===== src/smr_pkg.sv =====
// Package: constants of the master register bank
// Assumes: 8-bit microprocessor bus, normal set at address bit 7 low
package smr_pkg;
    // ----------------------------------------------------------------
    // Register offsets
    // ----------------------------------------------------------------
    localparam logic [6:0] OFF_RESET_ID  = 7'h00;
    localparam logic [6:0] OFF_CONFIG    = 7'h01;
    localparam logic [6:0] OFF_IRQ_SUM   = 7'h02;
    localparam logic [6:0] OFF_RATE_SEL  = 7'h03;
    // ----------------------------------------------------------------
    // Field positions
    // ----------------------------------------------------------------
    localparam int SRST_BIT        = 7;
    localparam int TRANSFER_IN_PROGRESS_BIT = 3;
    localparam int TYPE_LSB        = 4;
    localparam int CFG_TX_FRAME_PULSE_IN    = 0;
    localparam int CFG_RSVD        = 1;
    localparam int CFG_RX_CELL_AVAIL_INVERT = 2;
    localparam int CFG_TX_CELL_AVAIL_INVERT = 3;
    localparam int CFG_AUTO_PRDI   = 4;
    localparam int CFG_AUTO_LRDI   = 5;
    localparam int CFG_AUTO_FEBE   = 6;
    localparam int CELL_DELIN_LOSS_IRQ_BIT  = 6;
    // ----------------------------------------------------------------
    // Reset values and writable masks
    // ----------------------------------------------------------------
    localparam logic [7:0] CFG_RESET    = 8'h71;
    localparam logic [7:0] CFG_WMASK    = 8'h7f;
    localparam logic [1:0] RATE_RESET   = 2'h3;
    localparam logic [1:0] RATE_STS1    = 2'h2;
    localparam logic [1:0] RATE_STS3C   = 2'h3;
    // Arbitrary identity values
    localparam logic [2:0] TYPE_CODE    = 3'h5;
    localparam logic [2:0] REV_CODE     = 3'h2;
    // Performance meter transfer length in ns
    localparam int XFER_NS     = 32;
    localparam int CLK_NS      = 4;
    localparam int XFER_CYC    = (XFER_NS + CLK_NS - 1) / CLK_NS;
endpackage

===== src/smr_bus_if.sv =====
// Interface: decoded register bus strobes between bus front end and bank
// Assumes: single clock domain
`timescale 1ns/1ns
interface smr_bus_if;
    logic       wr_stb;
    logic       rd_stb;
    logic [6:0] addr;
    logic [7:0] wdata;
    modport front (output wr_stb, output rd_stb, output addr, output wdata);
    modport bank  (input wr_stb, input rd_stb, input addr, input wdata);
endinterface


===== src/smr_bus_front.sv =====
// Bus front end: synchronises the microprocessor strobes, makes pulses
// Assumes: strobes asynchronous to CLK, address and data stable around them
`timescale 1ns/1ns
module smr_bus_front (
    // Clock and reset
    input  wire logic       clk,
    input  wire logic       rst_n,
    // Pins
    input  wire logic       cs_n,
    input  wire logic       rd_n,
    input  wire logic       wr_n,
    input  wire logic [7:0] addr,
    input  wire logic [7:0] wdata,
    // Strobes
    smr_bus_if.front        bus
);
    typedef struct packed {
        logic [2:0] s1;
        logic [2:0] s2;
        logic [1:0] prev;
        logic       wr;
        logic       rd;
        logic [6:0] a;
        logic [7:0] d;
    } smr_front_t;

    smr_front_t st_q;
    smr_front_t st_d;
    logic       acc_rd;
    logic       acc_wr;

    // ----------------------------------------------------------------
    // Strobe decode
    // ----------------------------------------------------------------
    always_comb begin
        st_d       = st_q;
        st_d.s1    = {cs_n, rd_n, wr_n};
        st_d.s2    = st_q.s1;
        acc_rd     = !st_q.s2[2] && !st_q.s2[1];
        acc_wr     = !st_q.s2[2] && !st_q.s2[0];
        st_d.prev  = {acc_rd, acc_wr};
        st_d.rd    = acc_rd && !st_q.prev[1] && !addr[7];
        st_d.wr    = !acc_wr && st_q.prev[0] && !addr[7];
        st_d.a     = addr[6:0];
        st_d.d     = wdata;
        if (!rst_n) begin
            st_d = '0;
            st_d.s1 = 3'h7;
            st_d.s2 = 3'h7;
        end
    end

    always_ff @(posedge clk) begin
        st_q <= st_d;
    end

    assign bus.rd_stb = st_q.rd;
    assign bus.wr_stb = st_q.wr;
    assign bus.addr   = st_q.a;
    assign bus.wdata  = st_q.d;
endmodule


===== src/smr_master_regs.sv =====
// Master register bank: reset, identity, meter load, configuration,
// interrupt summary and line rate.
// Assumes: block interrupt and alarm inputs come from logic on CLK;
// bus pins are asynchronous and pass the front end.
`timescale 1ns/1ns

module smr_master_regs #(
    parameter int XFER_CYCLES = smr_pkg::XFER_CYC
) (
    // Clock and reset
    input  wire logic       CLK,
    input  wire logic       RESETN,
    // Microprocessor bus
    input  wire logic       CHIP_SELECT_N,
    input  wire logic       RD_N,
    input  wire logic       WR_N,
    input  wire logic [7:0] ADDR,
    input  wire logic [7:0] DATA_IN,
    output logic      [7:0] DATA_OUT,
    output logic            DATA_OE,
    output logic            IRQ_OUT_N,
    // Block interrupt requests and cell delineation state
    input  wire logic       RX_SECTION_PROC_IRQ,
    input  wire logic       RX_LINE_PROC_IRQ,
    input  wire logic       RX_PATH_PROC_IRQ,
    input  wire logic       RX_CELL_PROC_IRQ,
    input  wire logic       TX_CELL_PROC_IRQ,
    input  wire logic       CLK_RECOVERY_IRQ,
    input  wire logic       CLK_SYNTH_IRQ,
    input  wire logic       CELL_DELIN_LOSS,
    // Alarms and error events
    input  wire logic       LOS,
    input  wire logic       LOF,
    input  wire logic       LINE_AIS,
    input  wire logic       LOP,
    input  wire logic       PATH_AIS,
    input  wire logic       LINE_BIP_ERR,
    input  wire logic       PATH_BIP_ERR,
    // Cell availability from the FIFOs
    input  wire logic       RX_CELL_READY,
    input  wire logic       TX_CELL_ROOM,
    // Transfer done from counter blocks
    input  wire logic       METER_DONE,
    // Device control outputs
    output logic            DEVICE_RESET,
    output logic            STANDBY,
    output logic            METER_LOAD,
    output logic            TX_FRAME_PULSE_IS_INPUT,
    output logic            RX_CELL_AVAIL,
    output logic            TX_CELL_AVAIL,
    output logic            PATH_RDI_INSERT,
    output logic            LINE_RDI_INSERT,
    output logic            LINE_FEBE,
    output logic            PATH_FEBE,
    output logic      [1:0] LINE_RATE
);
    typedef struct packed {
        logic       srst;
        logic       busy;
        logic [7:0] xcnt;
        logic       load;
        logic [7:0] cfg;
        logic [1:0] rate;
        logic       delin_prev;
        logic       delin_irq;
        logic [7:0] rdata;
        logic       oe;
        logic       irq_n;
        logic       rx_avail;
        logic       tx_avail;
        logic       prdi;
        logic       lrdi;
        logic       lfebe;
        logic       pfebe;
    } smr_state_t;

    smr_state_t st_q;
    smr_state_t st_d;
    logic [7:0] summary;
    logic       dev_rst;
    logic       wr_reg0;

    smr_bus_if bus ();

    smr_bus_front u_front (
        .clk   (CLK),
        .rst_n (RESETN),
        .cs_n  (CHIP_SELECT_N),
        .rd_n  (RD_N),
        .wr_n  (WR_N),
        .addr  (ADDR),
        .wdata (DATA_IN),
        .bus   (bus.front)
    );

    function automatic logic is_wr(input logic stb, input logic [6:0] a,
                                   input logic [6:0] off);
        is_wr = stb && (a == off);
    endfunction

    // ----------------------------------------------------------------
    // Next state
    // ----------------------------------------------------------------
    always_comb begin
        st_d    = st_q;
        summary = {CLK_SYNTH_IRQ, st_q.delin_irq, CLK_RECOVERY_IRQ, TX_CELL_PROC_IRQ,
                   RX_CELL_PROC_IRQ, RX_PATH_PROC_IRQ, RX_LINE_PROC_IRQ,
                   RX_SECTION_PROC_IRQ};
        dev_rst = st_q.srst;
        wr_reg0 = is_wr(bus.wr_stb, bus.addr, smr_pkg::OFF_RESET_ID);

        if (wr_reg0) begin
            st_d.srst = bus.wdata[smr_pkg::SRST_BIT];
        end

        // soft reset restores transfer, configuration, rate and delineation state to their reset values
        if (dev_rst) begin
            st_d.busy       = 1'b0;
            st_d.xcnt       = '0;
            st_d.load       = 1'b0;
            st_d.cfg        = smr_pkg::CFG_RESET;
            st_d.rate       = smr_pkg::RATE_RESET;
            st_d.delin_irq  = 1'b0;
            st_d.delin_prev = CELL_DELIN_LOSS;
        end else begin
            st_d.load = 1'b0;
            if (wr_reg0 && !bus.wdata[smr_pkg::SRST_BIT]) begin
                st_d.busy = 1'b1;
                st_d.load = 1'b1;
                st_d.xcnt = 8'(XFER_CYCLES);
            end else if (st_q.busy) begin
                if (st_q.xcnt != 8'h00) begin
                    st_d.xcnt = st_q.xcnt - 8'h01;
                end else if (METER_DONE) begin
                    st_d.busy = 1'b0;
                end
            end
            if (is_wr(bus.wr_stb, bus.addr, smr_pkg::OFF_CONFIG)) begin
                st_d.cfg = bus.wdata & smr_pkg::CFG_WMASK;
            end
            if (is_wr(bus.wr_stb, bus.addr, smr_pkg::OFF_RATE_SEL)) begin
                st_d.rate = bus.wdata[1:0];
            end
            // delineation change, set wins over read clear
            st_d.delin_prev = CELL_DELIN_LOSS;
            if (CELL_DELIN_LOSS != st_q.delin_prev) begin
                st_d.delin_irq = 1'b1;
            end else if (bus.rd_stb && bus.addr == smr_pkg::OFF_IRQ_SUM) begin
                st_d.delin_irq = 1'b0;
            end
        end

        // Read data
        st_d.oe = bus.rd_stb;
        if (bus.rd_stb) begin
            case (bus.addr)
                smr_pkg::OFF_RESET_ID: begin
                    st_d.rdata = {st_q.srst, smr_pkg::TYPE_CODE, st_q.busy,
                                  smr_pkg::REV_CODE};
                end
                smr_pkg::OFF_CONFIG:   st_d.rdata = st_q.cfg;
                smr_pkg::OFF_IRQ_SUM:  st_d.rdata = summary;
                smr_pkg::OFF_RATE_SEL: st_d.rdata = {6'h00, st_q.rate};
                default:               st_d.rdata = 8'h00;
            endcase
        end

        st_d.irq_n = ~(|summary);
        st_d.rx_avail = RX_CELL_READY ^ st_q.cfg[smr_pkg::CFG_RX_CELL_AVAIL_INVERT];
        st_d.tx_avail = TX_CELL_ROOM ^ st_q.cfg[smr_pkg::CFG_TX_CELL_AVAIL_INVERT];
        st_d.prdi  = !dev_rst && st_q.cfg[smr_pkg::CFG_AUTO_PRDI] &&
                     (LOS || LOF || LINE_AIS || LOP || PATH_AIS);
        st_d.lrdi  = !dev_rst && st_q.cfg[smr_pkg::CFG_AUTO_LRDI] &&
                     (LOS || LOF || LINE_AIS);
        st_d.lfebe = !dev_rst && st_q.cfg[smr_pkg::CFG_AUTO_FEBE] && LINE_BIP_ERR;
        st_d.pfebe = !dev_rst && st_q.cfg[smr_pkg::CFG_AUTO_FEBE] && PATH_BIP_ERR;

        if (!RESETN) begin
            st_d       = '0;
            st_d.cfg   = smr_pkg::CFG_RESET;
            st_d.rate  = smr_pkg::RATE_RESET;
            st_d.irq_n = 1'b1;
            // Track the pin so no false change follows reset
            st_d.delin_prev = CELL_DELIN_LOSS;
        end
    end

    always_ff @(posedge CLK) begin
        st_q <= st_d;
    end

    // ----------------------------------------------------------------
    // Outputs
    // ----------------------------------------------------------------
    assign DATA_OUT        = st_q.rdata;
    assign DATA_OE         = st_q.oe;
    assign IRQ_OUT_N       = st_q.irq_n;
    assign DEVICE_RESET    = st_q.srst;
    assign STANDBY         = st_q.srst;
    assign METER_LOAD      = st_q.load;
    assign TX_FRAME_PULSE_IS_INPUT = st_q.cfg[smr_pkg::CFG_TX_FRAME_PULSE_IN];
    assign RX_CELL_AVAIL   = st_q.rx_avail;
    assign TX_CELL_AVAIL   = st_q.tx_avail;
    assign PATH_RDI_INSERT = st_q.prdi;
    assign LINE_RDI_INSERT = st_q.lrdi;
    assign LINE_FEBE       = st_q.lfebe;
    assign PATH_FEBE       = st_q.pfebe;
    assign LINE_RATE       = st_q.rate;
endmodule


===== config.mk =====
export PLATFORM = sky130hd
export DESIGN_NAME = smr_master_regs
export DESIGN_NICKNAME = d
export VERILOG_FILES = /design/src/smr_pkg.sv /design/src/smr_bus_if.sv /design/src/smr_bus_front.sv /design/src/smr_master_regs.sv
export SDC_FILE = /design/constraint.sdc
export NUM_CORES = 1
export LEC_CHECK = 0
export ABC_AREA = 0
export BUFFER_PORTS_ARGS = -buffer_cell sky130_fd_sc_hd__buf_2
export CAP_MARGIN = 25
export CORE_ASPECT_RATIO = 0.6
export CORE_MARGIN = 8
export CORE_UTILIZATION = 52
export DETAILED_ROUTE_END_ITERATION = 10
export GPL_TIMING_DRIVEN = 1
export MAX_ROUTING_LAYER = met4
export PLACE_DENSITY_LB_ADDON = 0.25
export SYNTH_ARGS = -nofsm -noshare
export SYNTH_HDL_FRONTEND = slang
export SYNTH_SLANG_ARGS = --single-unit

===== constraint.sdc =====
create_clock -name CLK -period 2.2 [get_ports CLK]
set_clock_uncertainty 0.2 [all_clocks]
set_input_delay 0.22 -clock CLK [delete_from_list [all_inputs] [get_ports CLK]]
set_output_delay 0.22 -clock CLK [all_outputs]
set_load 0.05 [all_outputs]

# Word level (Yosys, flattened, before mapping)
# Index checks and enable logic that the tools add are counted.
# totals
inputBits	39
mem_count	0
latch_bits	0
ff_bits	63
romBits	0
wordCells	83
mem_bits_rw	0
out_inout_bits	22
# op_classes
add_sub_neg	1
n_eq_ne	4
muxes	9
n_shift	0
order_cmp	0
div_mod_pow	0
reduce_logical	40
n_mul	0
bitwise	4
# op_table
cell	n
one-hot mux 8 bit (4 select lines)	1
logical AND 1 bit	18
2-to-1 mux 9 bit	2
== test 7 x 2 -> 1 bit, second input constant	2
logical NOT 1 bit	8
2-to-1 mux 8 bit	1
nonzero test 8 bit	1
OR reduction 8 bit	1
subtractor 8 x 1 -> 8 bit, second input constant	1
== test 7 x 1 -> 1 bit, second input constant	1
logical NOT 7 bit	1
nonzero test 2 bit	3
2-to-1 mux 1 bit	5
logical OR 1 bit	4
AND reduction 2 bit	2
OR reduction 3 bit	1
NOT 1 bit	2
OR reduction 2 bit	1
bitwise XOR 1 bit	2
inequality test 1 bit	1

# Depth between registers and ports, before layout
# depth
word_depth	5
mapped_depth	6
depth_no_buf	6

# By module
# A second synthesis with hierarchy kept.
# hier_totals
cells_unflattened	268
hier_area_um2	2570.0
# modules_own_cells
module	cells_per_inst	seq_area_each_um2	area_each_um2	n_inst
smr_master_regs	200	760.7	1767.9	1
smr_bus_front	68	500.5	802.0	1

# Worst setup path before layout
# OpenSTA, ideal clock, no wires.
# synth_timing
kind	reg-to-reg
from	register u_front.st_q (netlist bit u_front.bus.addr[2])
to	register st_q[21] (netlist bit)
setup_slack_ns	0.468
path_buffers	1
required_ns	1.879
path_stages_with_launch	5
setup_ns	0.121
period_less_slack_ns	1.732
arrival_ns	1.411
path_cell_list	dfxtp_1 -> or4_4 -> and4bb_4 -> buf_12 -> o21ai_0
# synth_between
elab_chain_len	2
# synth_lines
element	line	source
start: declaration	smr_bus_front.sv:27	smr_front_t st_q;
start signal: assignment	smr_bus_front.sv:54	st_q <= st_d;
== test 7 x 1 -> 1 bit	smr_master_regs.sv:98	is_wr = stb && (a == off);
logical AND 1 bit	smr_master_regs.sv:98	
end signal: assignment	smr_master_regs.sv:189	st_q <= st_d;
end: declaration	smr_master_regs.sv:77	smr_state_t st_q;
# Every way passes these cells.
# A chain may end at the register's enable or synchronous reset.

# Final worst setup path
# layout_timing
from	input port RX_LINE_PROC_IRQ
to	register st_q (netlist bit IRQ_OUT_N)
# layout_between
elab_chain_len	2
# layout_lines
element	line	source
start: declaration	smr_master_regs.sv:24	input wire logic RX_LINE_PROC_IRQ,
OR reduction 8 bit	smr_master_regs.sv:168	st_d.irq_n = ~(|summary);
NOT 1 bit	smr_master_regs.sv:168	
# Every way passes these cells.

==> flow_summary.toml <==
[power_and_ir_drop]
switchingPower_uw = 557
combPwrFrac_pct = 8.4
clockPowerShare_pct = 38.3
ir_worst_vdd_mv = 0.411
power.density_nw_per_um2 = 694
p_int_mw = 1.67
p_sw_share_pct = 25.0
p_leak_nw = 1.32
seqPwrFrac_pct = 53.3

[min_path]
hold_path_end = "IRQ_OUT_N"
hold_depth = 3
min_path_type = "in2reg"
min_from = "RX_CELL_PROC_IRQ"

[grt]
grt_pass1_wl_um = 9280
grt_pass1_vias = 1981
grt_max_degree = 32
antenna_found_initial = 0
grtUsageTotal_pct = 16.1
gr-total-overflow = 0

[setup_path]
startpoint_type = "input port"
cp_max_fo = 2
worstPathRequired_ns = 2.27
cp-end-kind = "register"
worstRegToRegCells = 4
path_common_cell = "dlygate4sd3_1"
slowest_stage = "dlygate4sd3_1"
r2r_slack_ns = 0.37
rr_endpoint = "TX_FRAME_PULSE_IS_INPUT"
critPathKind = "in2reg"
r2r_start = "u_front.bus.addr[2]"
arrival_ns = 2.10
critPathMaxStageDelay_ns = 0.58
worstPathCellList = "dlygate4sd3_1, buf_2, or4_1, dlygate4sd3_1, o21ai_0"

[die]
ios = 61
rows = 19
coreArea_um2 = 4590
die_y_um = 69.7
die_area_um2 = 7340
start_util_pct = 54.4
die_w_um = 105

[sta]
finalCritPeriodShare_pct = 92.5
relSlewSlack_pct = 66.1
rsz0062_at_grt = "false"
slew_viol_final = 0
setup_tns_ns = 0
fmax_mhz = 491
hold_slack_ns = 0.0184
min_period_ns = 2.04
worst_pin_slew_ns = 0.508
hold_viol = 0
setup_viol = 0

[yosys]
yosysWarnings = 0
avgSynthCellArea_um2 = 9.78
ys_seq_area_share_pct = 50.6
synth_area_um2 = 2490
synth-edff-count = 0
synth.area.top_cells = "dfxtp_1, and2_1, nand2b_1"
ys.flop_type = "dfxtp_1"
synthCells = 255
yosysTopAreaCellShare_pct = 50.6
synth.most_common_cell = "dfxtp_1"
yosysTopAreaCell = "dfxtp_1"
async_reset_ff_share_pct = 0
yosys_register_bits = 63
syn_nets = 296
synth_cell_types = 51
ys_top_cells_by_count = "dfxtp_1, and2_1, nand2_1, nand2b_1, nor2_1"

[drt]
detail-route-antenna-nets = 0
remaining_drc_errors = 0
via_per_inst = 5.00
routed_wl_um = 5360
first_pass_iters = 4
drtIter0Drc = 65
detail_route.wl_per_cell_um = 13.3
vias = 2018

[clocking]
insertion_delay_ns = 0.33
numCtsBuffers = 9
clkSinkCount = 63
cts-resized-gates = 0
htreeDepth = 3
cts_hold_buf = 30
cts_root_buf = "clkbuf_8"
cts_buffer_depth = 2
cts_tree = "built"
cts_setup_buffers = 0
clk_pin_slew_ns = 0.07

[cells_and_area]
final_nets = 377
final_area_um2 = 3210
diodes = 0
fillers = 378
areaGrowthSynthToFinish_pct = 28.8
final_layout_size_suffix_gt1_share_pct = 27.0

[placement]
dp.final_hpwl_um = 3800
io_buffer_count = 60
gp_congestion = 0.880
placed_area_um2 = 2740

[flow_run]
drv_cap = 0

[run_status]
status = "completed"
layer usage:
metal	global-route usage (%)	part of all wire, %	up-vias
li1	-	-	1027
met1	18.6	47	927
met2	23.7	44	52
met3	6.49	6.8	12
met4	7.70	1.8	0
met5	-	0	-
sequential cells by signal (all words and copies together) (netlist names):
signal	cells
u_front.bus.addr	7
METER_LOAD	1
TX_CELL_AVAIL	1
LINE_FEBE	1
st_q	17
PATH_FEBE	1
DATA_OUT	8
PATH_RDI_INSERT	1
DEVICE_RESET	1
u_front.st_q	8
LINE_RDI_INSERT	1
RX_CELL_AVAIL	1
u_front.bus.wdata	8
DATA_OE	1
LINE_RATE	2
u_front.bus.rd_stb	1
u_front.bus.wr_stb	1
TX_FRAME_PULSE_IS_INPUT	1
IRQ_OUT_N	1
layout by cell type, fill, tap and decap left out, types with 6 or more instances in the layout:
| master | netlist | routed |
|---|---|---|
| dfxtp_1 | 63 | 63 |
| buf_2 | 1 | 60 |
| dlygate4sd3_1 | 0 | 30 |
| and2_1 | 18 | 18 |
| nand2_1 | 17 | 17 |
| nand2b_1 | 17 | 17 |
| nor2_1 | 14 | 14 |
| nand3_1 | 11 | 11 |
| nor3_1 | 9 | 9 |
| clkbuf_8 | 0 | 9 |
| inv_1 | 8 | 8 |
| a21boi_0 | 8 | 8 |
| a21oi_1 | 8 | 8 |
| o21ai_0 | 6 | 6 |
worst max path at each step:
stage / from / to / slack (ns) / depth (start not counted)
after global routing: RX_LINE_PROC_IRQ / IRQ_OUT_N / 0.10 / 5
after global placement: u_front.bus.addr[2] / st_q[25] / 0.44 / 4
after CTS: RX_LINE_PROC_IRQ / IRQ_OUT_N / 0.23 / 5
after detailed placement: u_front.bus.addr[2] / TX_FRAME_PULSE_IS_INPUT / 0.39 / 4
after floorplan: u_front.bus.addr[2] / st_q[21] / 0.47 / 4
final: RX_LINE_PROC_IRQ / IRQ_OUT_N / 0.16 / 5
cells by family (layout without fill, tap and decap cells):
group	Yosys count	in the layout	share of synthesized area, %
AOI/OAI and AO/OA	40	40	11.6
adders and majority gates	2	2	1.00
DFF	63	63	50.6
and+or+nand+nor	110	110	25.9
muxes	4	4	1.65
buffers and inverters	30	116	7.17
xor gates and xnor gates	6	6	2.11
worst max-delay path, delay by kind of cell:
family | cells | cell delay (ns)
AO/OA/AOI/OAI | 1 | 0.13
buffers and inverters | 3 | 1.26
AND/OR/NAND/NOR | 1 | 0.50
cell type report:
type                            count  area [µm²]  area share (%)
Inverter                            8        30.0           0.934
Sequential cell                    63        1260            39.2
Tap cell                           63        78.8            2.45
Timing Repair Buffer               92         616            19.2
Multi-Input combinational cell    162        1050            32.8
Clock buffer                        9         124            3.85
Clock inverter                      7        50.0            1.56
metrics by stage:
step | setup WS, ns | instances | util [%] | power, mW
6_report | 0.165 | 404 | 70.1 | 2.23
5_1_grt | 0.103 | 404 | 70.1 | 2.33
4_1_cts | 0.233 | 404 | 70.1 | 2.26
3_5_place_dp | 0.387 | 358 | 59.7 | 1.36
3_3_place_gp | 0.436 | 358 | 59.7 | 1.36
2_1_floorplan | 0.468 | 255 | - | 1.30
power groups by stage:
stage          sequential [mW]  combinational [mW]  clock (mW)
6_report                  1.19               0.188       0.854
2_1_floorplan             1.23              0.0708           0
3_5_place_dp              1.22               0.147           0
5_1_grt                   1.19               0.204       0.932
4_1_cts                   1.19               0.186       0.879
3_3_place_gp              1.21               0.144           0
Power figures use the tool's default switching activity.
